### src/plc_pkg.sv
// constants for the pll divider configuration register slice
package plc_pkg;
  localparam int ADDR_W = 10;
  localparam int DATA_W = 8;
  localparam int NUM_REGS = 7;

  // register offsets on the control port
  localparam logic [9:0] OFS_PLL_CONTROL = 10'h010;
  localparam logic [9:0] OFS_REF_DIV_LOW = 10'h011;
  localparam logic [9:0] OFS_REF_DIV_HIGH = 10'h012;
  localparam logic [9:0] OFS_SWALLOW = 10'h013;
  localparam logic [9:0] OFS_MAIN_LOW = 10'h014;
  localparam logic [9:0] OFS_MAIN_HIGH = 10'h015;
  localparam logic [9:0] OFS_PUMP_CONTROL = 10'h016;

  // values after reset
  localparam logic [7:0] RST_PLL_CONTROL = 8'h0D;
  localparam logic [7:0] RST_REF_DIV_LOW = 8'h01;
  localparam logic [7:0] RST_REF_DIV_HIGH = 8'h00;
  localparam logic [7:0] RST_SWALLOW = 8'h00;
  localparam logic [7:0] RST_MAIN_LOW = 8'h03;
  localparam logic [7:0] RST_MAIN_HIGH = 8'h00;
  localparam logic [7:0] RST_PUMP_CONTROL = 8'h00;

  // implemented bits; all others store nothing and read zero
  localparam logic [7:0] MSK_PLL_CONTROL = 8'h0F;
  localparam logic [7:0] MSK_FULL = 8'hFF;
  localparam logic [7:0] MSK_SIX = 8'h3F;
  localparam logic [7:0] MSK_FIVE = 8'h1F;
  localparam logic [7:0] MSK_PUMP_CONTROL = 8'h80;

  // field positions
  localparam int MODE_LSB = 2;
  localparam int PDN_LSB = 0;
  localparam int MID_SUPPLY_BIT = 7;

  // register index order used by the bank
  localparam int IDX_PLL_CONTROL = 0;
  localparam int IDX_REF_LOW = 1;
  localparam int IDX_REF_HIGH = 2;
  localparam int IDX_SWALLOW = 3;
  localparam int IDX_MAIN_LOW = 4;
  localparam int IDX_MAIN_HIGH = 5;
  localparam int IDX_PUMP = 6;

  localparam logic [NUM_REGS-1:0][9:0] REG_OFS = {OFS_PUMP_CONTROL, OFS_MAIN_HIGH, OFS_MAIN_LOW,
    OFS_SWALLOW, OFS_REF_DIV_HIGH, OFS_REF_DIV_LOW, OFS_PLL_CONTROL};
  localparam logic [NUM_REGS-1:0][7:0] REG_RST = {RST_PUMP_CONTROL, RST_MAIN_HIGH, RST_MAIN_LOW,
    RST_SWALLOW, RST_REF_DIV_HIGH, RST_REF_DIV_LOW, RST_PLL_CONTROL};
  localparam logic [NUM_REGS-1:0][7:0] REG_MSK = {MSK_PUMP_CONTROL, MSK_FIVE, MSK_FULL,
    MSK_SIX, MSK_SIX, MSK_FULL, MSK_PLL_CONTROL};

  // charge pump mode codes
  typedef enum logic [1:0] {
    PLC_PUMP_HIGH_Z = 2'h0,
    PLC_PUMP_UP     = 2'h1,
    PLC_PUMP_DOWN   = 2'h2,
    PLC_PUMP_NORMAL = 2'h3
  } plc_pump_mode_t;

  // pll power-down codes
  typedef enum logic [1:0] {
    PLC_PDN_RUN    = 2'h0,
    PLC_PDN_ASYNC  = 2'h1,
    PLC_PDN_UNUSED = 2'h2,
    PLC_PDN_SYNC   = 2'h3
  } plc_pdn_mode_t;
endpackage : plc_pkg

### src/plc_reg_cell.sv
// one 8-bit configuration register with fixed reset value and store mask
`timescale 1ns/1ps
module plc_reg_cell #(
  parameter logic [7:0] RESET_VAL = 8'h00,
  parameter logic [7:0] MASK      = 8'hFF
) (
  input  wire logic       clk,     // system clock
  input  wire logic       rst_b,   // async reset, active low
  input  wire logic       wr_en,   // write strobe for this cell
  input  wire logic [7:0] wr_data, // write data
  output logic      [7:0] q        // stored value, unused bits zero
);
  logic [7:0] q_reg;
  logic [7:0] q_next;

  // masked bits never store, so unused bits always read zero
  assign q_next = wr_en ? (wr_data & MASK) : q_reg;
  assign q      = q_reg;

  // storage
  always_ff @(posedge clk or negedge rst_b) begin
    if (!rst_b) begin
      q_reg <= RESET_VAL & MASK;
    end else begin
      q_reg <= q_next;
    end
  end
endmodule : plc_reg_cell

### src/plc_config_regs.sv
// pll divider and charge pump configuration register slice
//
// What this block does
// - pump mode code: 00 high-z, 01 up, 10 down, 11 normal; reset normal.
// - power-down code: 00 run, 01 async down (reset), 10 unused, 11 sync down.
// - reference divider is 14 bits; low byte at 0x011, reset 0x01.
// - reference divider upper six bits at 0x012 bits 5:0; reset 0x00.
// - six-bit swallow count at 0x013 bits 5:0; reset zero, upper bits unused.
// - main counter is 13 bits; low byte at 0x014, reset 0x03.
// - main counter upper five bits at 0x015 bits 4:0; reset zero.
// - bit 7 at 0x016 forces the pump output to half supply.
// - mid-supply bit clear hands the pump to its mode code, the reset state.
`timescale 1ns/1ps
module plc_config_regs
  import plc_pkg::*;
(
  input  wire logic        clk,             // 25 MHz system clock
  input  wire logic        rst_b,           // async reset, active low
  input  wire logic [9:0]  reg_addr,        // register offset from serial port
  input  wire logic        reg_wr,          // write strobe, one cycle
  input  wire logic [7:0]  reg_wdata,       // write data
  input  wire logic        reg_rd,          // read strobe, one cycle
  output logic      [7:0]  reg_rdata,       // read data, registered
  output logic             reg_rvalid,      // read data valid pulse
  output logic      [1:0]  charge_pump_mode,// raw pump mode field
  output logic      [1:0]  pll_power_down,  // raw power-down field
  output logic             pll_run,         // pll allowed to run
  output logic             pll_pdn_async,   // asynchronous power-down
  output logic             pll_pdn_sync,    // synchronous power-down
  output logic             pump_high_z,     // pump output tristated
  output logic             pump_force_up,   // pump constantly sourcing
  output logic             pump_force_down, // pump constantly sinking
  output logic             pump_normal,     // pump in normal operation
  output logic             pump_mid_supply, // pump held at pump_supply/2
  output logic      [13:0] ref_divider,     // reference divide value
  output logic      [5:0]  swallow_count,   // feedback swallow count
  output logic      [12:0] main_count       // feedback main count
);
  logic [NUM_REGS-1:0][7:0] cell_q;
  logic [NUM_REGS-1:0]      hit;
  logic [7:0]               rd_mux;
  logic [7:0]               rdata_reg;
  logic                     rvalid_reg;

  // one cell per register; offsets, resets and masks come from tables
  generate
    for (genvar i = 0; i < NUM_REGS; i++) begin : g_cell
      assign hit[i] = (reg_addr == REG_OFS[i]);
      plc_reg_cell #(
        .RESET_VAL (REG_RST[i]),
        .MASK      (REG_MSK[i])
      ) u_cell (
        .clk     (clk),
        .rst_b   (rst_b),
        .wr_en   (reg_wr && hit[i]),
        .wr_data (reg_wdata),
        .q       (cell_q[i])
      );
    end
  endgenerate

  // read select; an unmapped offset reads zero
  always_comb begin
    rd_mux = 8'h00;
    for (int j = 0; j < NUM_REGS; j++) begin
      if (hit[j]) begin
        rd_mux = cell_q[j];
      end
    end
  end

  // read data held until the next read
  always_ff @(posedge clk or negedge rst_b) begin
    if (!rst_b) begin
      rdata_reg  <= 8'h00;
      rvalid_reg <= 1'b0;
    end else begin
      rvalid_reg <= reg_rd;
      if (reg_rd) begin
        rdata_reg <= rd_mux;
      end
    end
  end

  assign reg_rdata  = rdata_reg;
  assign reg_rvalid = rvalid_reg;

  assign charge_pump_mode = cell_q[IDX_PLL_CONTROL][MODE_LSB +: 2];
  assign pll_power_down = cell_q[IDX_PLL_CONTROL][PDN_LSB +: 2];
  assign pll_run        = (pll_power_down == PLC_PDN_RUN);
  assign pll_pdn_async  = (pll_power_down == PLC_PDN_ASYNC);
  assign pll_pdn_sync   = (pll_power_down == PLC_PDN_SYNC);

  assign pump_mid_supply = cell_q[IDX_PUMP][MID_SUPPLY_BIT];

  // mode decode only acts while mid-supply is clear
  // the force wins so the loop filter never sees two drivers at once
  assign pump_high_z     = !pump_mid_supply && (charge_pump_mode == PLC_PUMP_HIGH_Z);
  assign pump_force_up   = !pump_mid_supply && (charge_pump_mode == PLC_PUMP_UP);
  assign pump_force_down = !pump_mid_supply && (charge_pump_mode == PLC_PUMP_DOWN);
  assign pump_normal     = !pump_mid_supply && (charge_pump_mode == PLC_PUMP_NORMAL);

  assign ref_divider = {cell_q[IDX_REF_HIGH][5:0], cell_q[IDX_REF_LOW]};
  assign swallow_count = cell_q[IDX_SWALLOW][5:0];
  assign main_count = {cell_q[IDX_MAIN_HIGH][4:0], cell_q[IDX_MAIN_LOW]};

  a_mode_write_lands: assert property (@(posedge clk) disable iff (!rst_b)
    reg_wr && reg_addr == OFS_PLL_CONTROL |=> charge_pump_mode == $past(reg_wdata[3:2]))
    else $error("pump mode did not follow write");

  a_pump_up_decode: assert property (@(posedge clk) disable iff (!rst_b)
    !pump_mid_supply && charge_pump_mode == 2'h1
      |-> pump_force_up && !pump_force_down && !pump_normal && !pump_high_z)
    else $error("pump up decode wrong");

  a_pump_down_decode: assert property (@(posedge clk) disable iff (!rst_b)
    !pump_mid_supply && charge_pump_mode == 2'h2
      |-> pump_force_down && !pump_force_up && !pump_normal && !pump_high_z)
    else $error("pump down decode wrong");

  a_high_z_decode: assert property (@(posedge clk) disable iff (!rst_b)
    !pump_mid_supply && charge_pump_mode == 2'h0
      |-> pump_high_z && !pump_force_up && !pump_force_down && !pump_normal)
    else $error("pump high impedance decode wrong");

  a_run_only_zero: assert property (@(posedge clk) disable iff (!rst_b)
    pll_run == (pll_power_down == 2'h0) && !(pll_pdn_async && pll_pdn_sync))
    else $error("pll run decode wrong");

  a_pdn_sync_code: assert property (@(posedge clk) disable iff (!rst_b)
    pll_power_down == 2'h3 |-> pll_pdn_sync && !pll_pdn_async && !pll_run)
    else $error("sync power-down decode wrong");

  a_pdn_unused_stop: assert property (@(posedge clk) disable iff (!rst_b)
    pll_power_down == 2'h2 |-> !pll_run && !pll_pdn_async && !pll_pdn_sync)
    else $error("unused power-down code decode wrong");

  a_ref_low_write: assert property (@(posedge clk) disable iff (!rst_b)
    reg_wr && reg_addr == OFS_REF_DIV_LOW |=> ref_divider[7:0] == $past(reg_wdata))
    else $error("reference low byte not stored");

  // high byte readback; a write in the read cycle lands after the data is taken
  a_ref_high_mask: assert property (@(posedge clk) disable iff (!rst_b)
    reg_rd && reg_addr == OFS_REF_DIV_HIGH |=> reg_rvalid && reg_rdata[7:6] == 2'h0
      && reg_rdata[5:0] == $past(ref_divider[13:8]))
    else $error("reference high read wrong");

  a_ref_high_join: assert property (@(posedge clk) disable iff (!rst_b)
    reg_wr && reg_addr == OFS_REF_DIV_HIGH
      |=> ref_divider == {$past(reg_wdata[5:0]), $past(ref_divider[7:0])})
    else $error("reference divider halves not joined");

  a_swallow_write: assert property (@(posedge clk) disable iff (!rst_b)
    reg_wr && reg_addr == OFS_SWALLOW ##1 !(reg_wr && reg_addr == OFS_SWALLOW) [*2]
      |-> swallow_count == $past(reg_wdata[5:0], 2))
    else $error("swallow count not held");

  a_main_low_write: assert property (@(posedge clk) disable iff (!rst_b)
    reg_wr && reg_addr == OFS_MAIN_LOW |=> main_count[7:0] == $past(reg_wdata))
    else $error("main low byte not stored");

  a_main_low_join: assert property (@(posedge clk) disable iff (!rst_b)
    reg_wr && reg_addr == OFS_MAIN_LOW
      |=> main_count == {$past(main_count[12:8]), $past(reg_wdata)})
    else $error("main counter halves not joined");

  a_main_high_mask: assert property (@(posedge clk) disable iff (!rst_b)
    reg_wr && reg_addr == OFS_MAIN_HIGH |=> main_count[12:8] == $past(reg_wdata[4:0]))
    else $error("main high bits not stored");

  a_mid_supply_set: assert property (@(posedge clk) disable iff (!rst_b)
    reg_wr && reg_addr == OFS_PUMP_CONTROL && reg_wdata[7] |=> pump_mid_supply && !pump_normal)
    else $error("mid supply force not applied");

  a_mid_clear_norm: assert property (@(posedge clk) disable iff (!rst_b)
    !pump_mid_supply && charge_pump_mode == 2'h3 |-> pump_normal && !pump_high_z)
    else $error("pump not normal with bit clear");

  // clearing bit 7 releases the pump to its mode
  a_mid_clear_write: assert property (@(posedge clk) disable iff (!rst_b)
    reg_wr && reg_addr == OFS_PUMP_CONTROL && !reg_wdata[7]
      |=> !pump_mid_supply && (pump_normal || pump_high_z || pump_force_up || pump_force_down))
    else $error("pump not released when bit cleared");

  // unmapped offsets read zero
  a_unmapped_zero: assert property (@(posedge clk) disable iff (!rst_b)
    reg_rd && (reg_addr < OFS_PLL_CONTROL || reg_addr > OFS_PUMP_CONTROL) |=> reg_rdata == 8'h00)
    else $error("unmapped read not zero");

  // unmapped writes change nothing, so a stray offset cannot retune the loop
  a_unmapped_write: assert property (@(posedge clk) disable iff (!rst_b)
    reg_wr && (reg_addr < OFS_PLL_CONTROL || reg_addr > OFS_PUMP_CONTROL)
      |=> $stable(ref_divider) && $stable(main_count) && $stable(swallow_count)
        && $stable(charge_pump_mode) && $stable(pll_power_down) && $stable(pump_mid_supply))
    else $error("unmapped write changed a field");

  // read valid echoes the strobe
  a_read_valid_pulse: assert property (@(posedge clk) disable iff (!rst_b)
    reg_rvalid == $past(reg_rd))
    else $error("read valid not one cycle after strobe");

  // read data stands between reads
  a_rdata_holds: assert property (@(posedge clk) disable iff (!rst_b)
    !reg_rd |=> $stable(reg_rdata))
    else $error("read data changed without a read");
endmodule : plc_config_regs

### config.mk
export PLATFORM = sky130hd
export DESIGN_NAME = plc_config_regs
export DESIGN_NICKNAME = d
export VERILOG_FILES = /design/src/plc_pkg.sv /design/src/plc_reg_cell.sv /design/src/plc_config_regs.sv
export SDC_FILE = /design/constraint.sdc
export NUM_CORES = 1
export LEC_CHECK = 0
export BUFFER_PORTS_ARGS = -buffer_cell sky130_fd_sc_hd__buf_4
export CAP_MARGIN = 15
export CORE_MARGIN = 3
export CORE_UTILIZATION = 54
export DETAILED_ROUTE_END_ITERATION = 16
export PLACE_DENSITY_LB_ADDON = 0.3
export SYNTH_ARGS = -nofsm -noshare
export SYNTH_HDL_FRONTEND = slang
export SYNTH_SLANG_ARGS = --single-unit
### constraint.sdc
create_clock -name clk -period 3.7 [get_ports clk]
set_input_delay 0.555 -clock clk [delete_from_list [all_inputs] [get_ports clk]]
set_output_delay 0.555 -clock clk [all_outputs]
set_load 0.005 [all_outputs]
==> flow_metrics.tcl <==
set metrics [dict create \
    leakage_nw 1.50 \
    fin_crit_ns 2.18 \
    synth_seq_cells 47 \
    start_util_pct 56.5 \
    antennaDiodeCount 0 \
    cts_setup_buffers 0 \
    setup_tns_ns 0 \
    design_area_um2 2960 \
    hold_path.class "primary input to asynchronous set/reset pin" \
    drive_above_1_share_pct 53.1 \
    wl_mm 5.68 \
    firstDrtPassIters 4 \
    powerDensity_nw_per_um2 313 \
    rrSetupSlack_ns 2.27 \
    h-tree-depth 2 \
    yosysUniqueCellTypes 43 \
    pin_count 76 \
    clk_latency_ns 0.30 \
    finalClockSkew_ns 0.00530 \
    slew_viol_final 0 \
    cts_tree "done" \
    synthArstFlopShare_pct 100 \
    cts_root_buffer "clkbuf_8" \
    crit_arrival_ns 2.37 \
    cts_hold_buf 0 \
    cp-start-kind "primary input" \
    die_y_um 71.2 \
    grt-ovfl-total 0 \
    cts.sink_count 47 \
    slew_headroom_pct 49.5 \
    clk_pin_slew_ns 0.08 \
    ir_worst_vdd_v 0.000283 \
    grt_max_degree 48 \
    hpwl_mm 4.02 \
    fin_nets 277 \
    required_ns 3.89 \
    core_um2 4060 \
    routabilityCongestion 0.877 \
    ys.warnings.count 0 \
    maxCapViolCount 0 \
    cts_inserted_buffers 5 \
    syn_to_final_growth_pct 29.0 \
    finalHoldViolations 0 \
    core.rowCount 23 \
    synth_area_per_cell_um2 12.7 \
    synth_nets 202 \
    worst_pin_slew_ns 0.750 \
    cts_resized 0 \
    synthFlopType "dfrtp_1" \
    largest_reg_flops 38 \
    grt_pass1_vias 1713 \
    die_x_um 71.2 \
    final_util_pct 72.9 \
    min_period_over_period_pct 59.0 \
    vias 1805 \
    grtUsageTotal_pct 23.3 \
    antenna_found_initial 0 \
    wl_per_cell_um 18.6 \
    die_area_um2 5070 \
    dpl.cell_count 298 \
    crit_start "reg_addr[1]" \
    worstPathMaxFanout 13 \
    synthesis.area_um2 2290 \
    final_cells 306 \
    synth-seq-area-share_pct 51.6 \
    rr_worst_depth 4 \
    placed_area_um2 2880 \
    total_power_mw 0.926 \
    drc 0 \
    cts_buffer_depth 2 \
    synth-edff-count 0 \
    io_buffers 75 \
    drt-initial-drc-count 116 \
    worstReg2RegStart "g_cell[0].u_cell.q[0]$_DFFE_PN1P_" \
    ant_nets 0 \
    grt_pass1_wl_mm 9.11 \
    max_freq_mhz 458 \
    status "finished, final reports clean" \
    setup_viol 0 \
    setup.worst_path.end "g_cell[1].u_cell.q[3]$_DFFE_PN0P_" \
    setup.worst_path.end_class "flop" \
    via_per_inst 5.90 \
    syn_inst 180 \
    rsz0062_at_grt "false" \
    critPathKind "primary input to flop" \
    r2r_end "reg_rdata[0]$_DFFE_PN0P_" \
]
-- kinds of logic after synthesis --
kind of cell    synth area share, %
buf+inv                        2.78
flops                          51.6
simple gates                   13.1
compound gates                 8.62
mux                            23.9
-- where the power goes --
| group | internal, mW | switching [mW] | total (mW) |
|---|---|---|---|
| Clock | 0.133 | 0.167 | 0.300 |
| Combinational | 0.0443 | 0.0506 | 0.0949 |
| Sequential | 0.523 | 0.00736 | 0.531 |
| Total | 0.700 | 0.225 | 0.926 |
-- metrics by stage --
stage	hold WS (ns)	setup WS, ns
after global routing	0.292	1.46
final	0.241	1.52
after detailed placement	0.523	1.20
after floorplan	0.259	1.62
after CTS	0.266	1.53
after global placement	0.519	1.20
-- cells in the mapped netlist, types with 2 or more instances --
cell / number / share of area (%)
nor2b_1: 4 / 1.1
mux2_2: 32 / 16
nor3b_1: 2 / 0.65
mux2i_1: 3 / 1.3
o22ai_1: 3 / 0.82
o21ai_0: 5 / 1.1
and3_1: 2 / 0.55
mux4_2: 3 / 2.9
inv_1: 6 / 0.98
nand3_1: 6 / 1.3
nand2_1: 3 / 0.49
a21oi_1: 6 / 1.3
o311a_1: 3 / 1.3
a311oi_1: 3 / 1.1
a22o_1: 2 / 0.76
nor3_1: 3 / 0.65
mux2_4: 6 / 3.9
dfrtp_1: 41 / 45
buf_6: 2 / 0.98
nor2_1: 13 / 2.1
dfstp_2: 6 / 6.9
clkbuf_1: 5 / 0.82
-- cell usage in the layout (no fill, tap or decap), types with 4 or more instances in the layout --
cell type	n
clkbuf_8	5
dfrtp_1	41
a21oi_1	6
nand3_1	6
nor2b_1	4
buf_4	75
dfstp_2	6
mux2_4	6
mux2_2	32
o21ai_0	5
inv_1	6
nor2_1	13
-- metal layers --
metal / wire length, µm / global-route usage [%]
met1: 2500 / 34.4
met2: 2650 / 34.5
met3: 458 / 5.82
met4: 68 / 6.05
met5: 0 / 0
-- area by class of cell --
cell class	instances	area (µm²)
clock inverter	1	5.00
timing repair buffer	75	563
tap	50	62.6
multi-input combinational	120	1050
clock buffer	7	76.3
fill	296	1100
sequential	47	1180
inverter	6	22.5
-- worst max-delay path, stage by stage --
cell and delay (ns):
buf_4 0.17, or4b_2 0.76, nor2_2 0.48, mux2_2 0.40
-- how the worst min path moves through the flow --
stage                                       from                                end  slack, ns
5_1_grt                                    rst_b  g_cell[5].u_cell.q[4]$_DFFE_PN0P_       0.29
3_3_place_gp            reg_rdata[7]$_DFFE_PN0P_           reg_rdata[7]$_DFFE_PN0P_       0.52
3_5_place_dp   g_cell[3].u_cell.q[0]$_DFFE_PN0P_  g_cell[3].u_cell.q[0]$_DFFE_PN0P_       0.52
4_1_cts                                    rst_b               reg_rvalid$_DFF_PN0_       0.27
2_1_floorplan                              rst_b  g_cell[0].u_cell.q[1]$_DFFE_PN0P_       0.26
6_report                                   rst_b               reg_rvalid$_DFF_PN0_       0.24
Power figures use the tool's default switching activity.
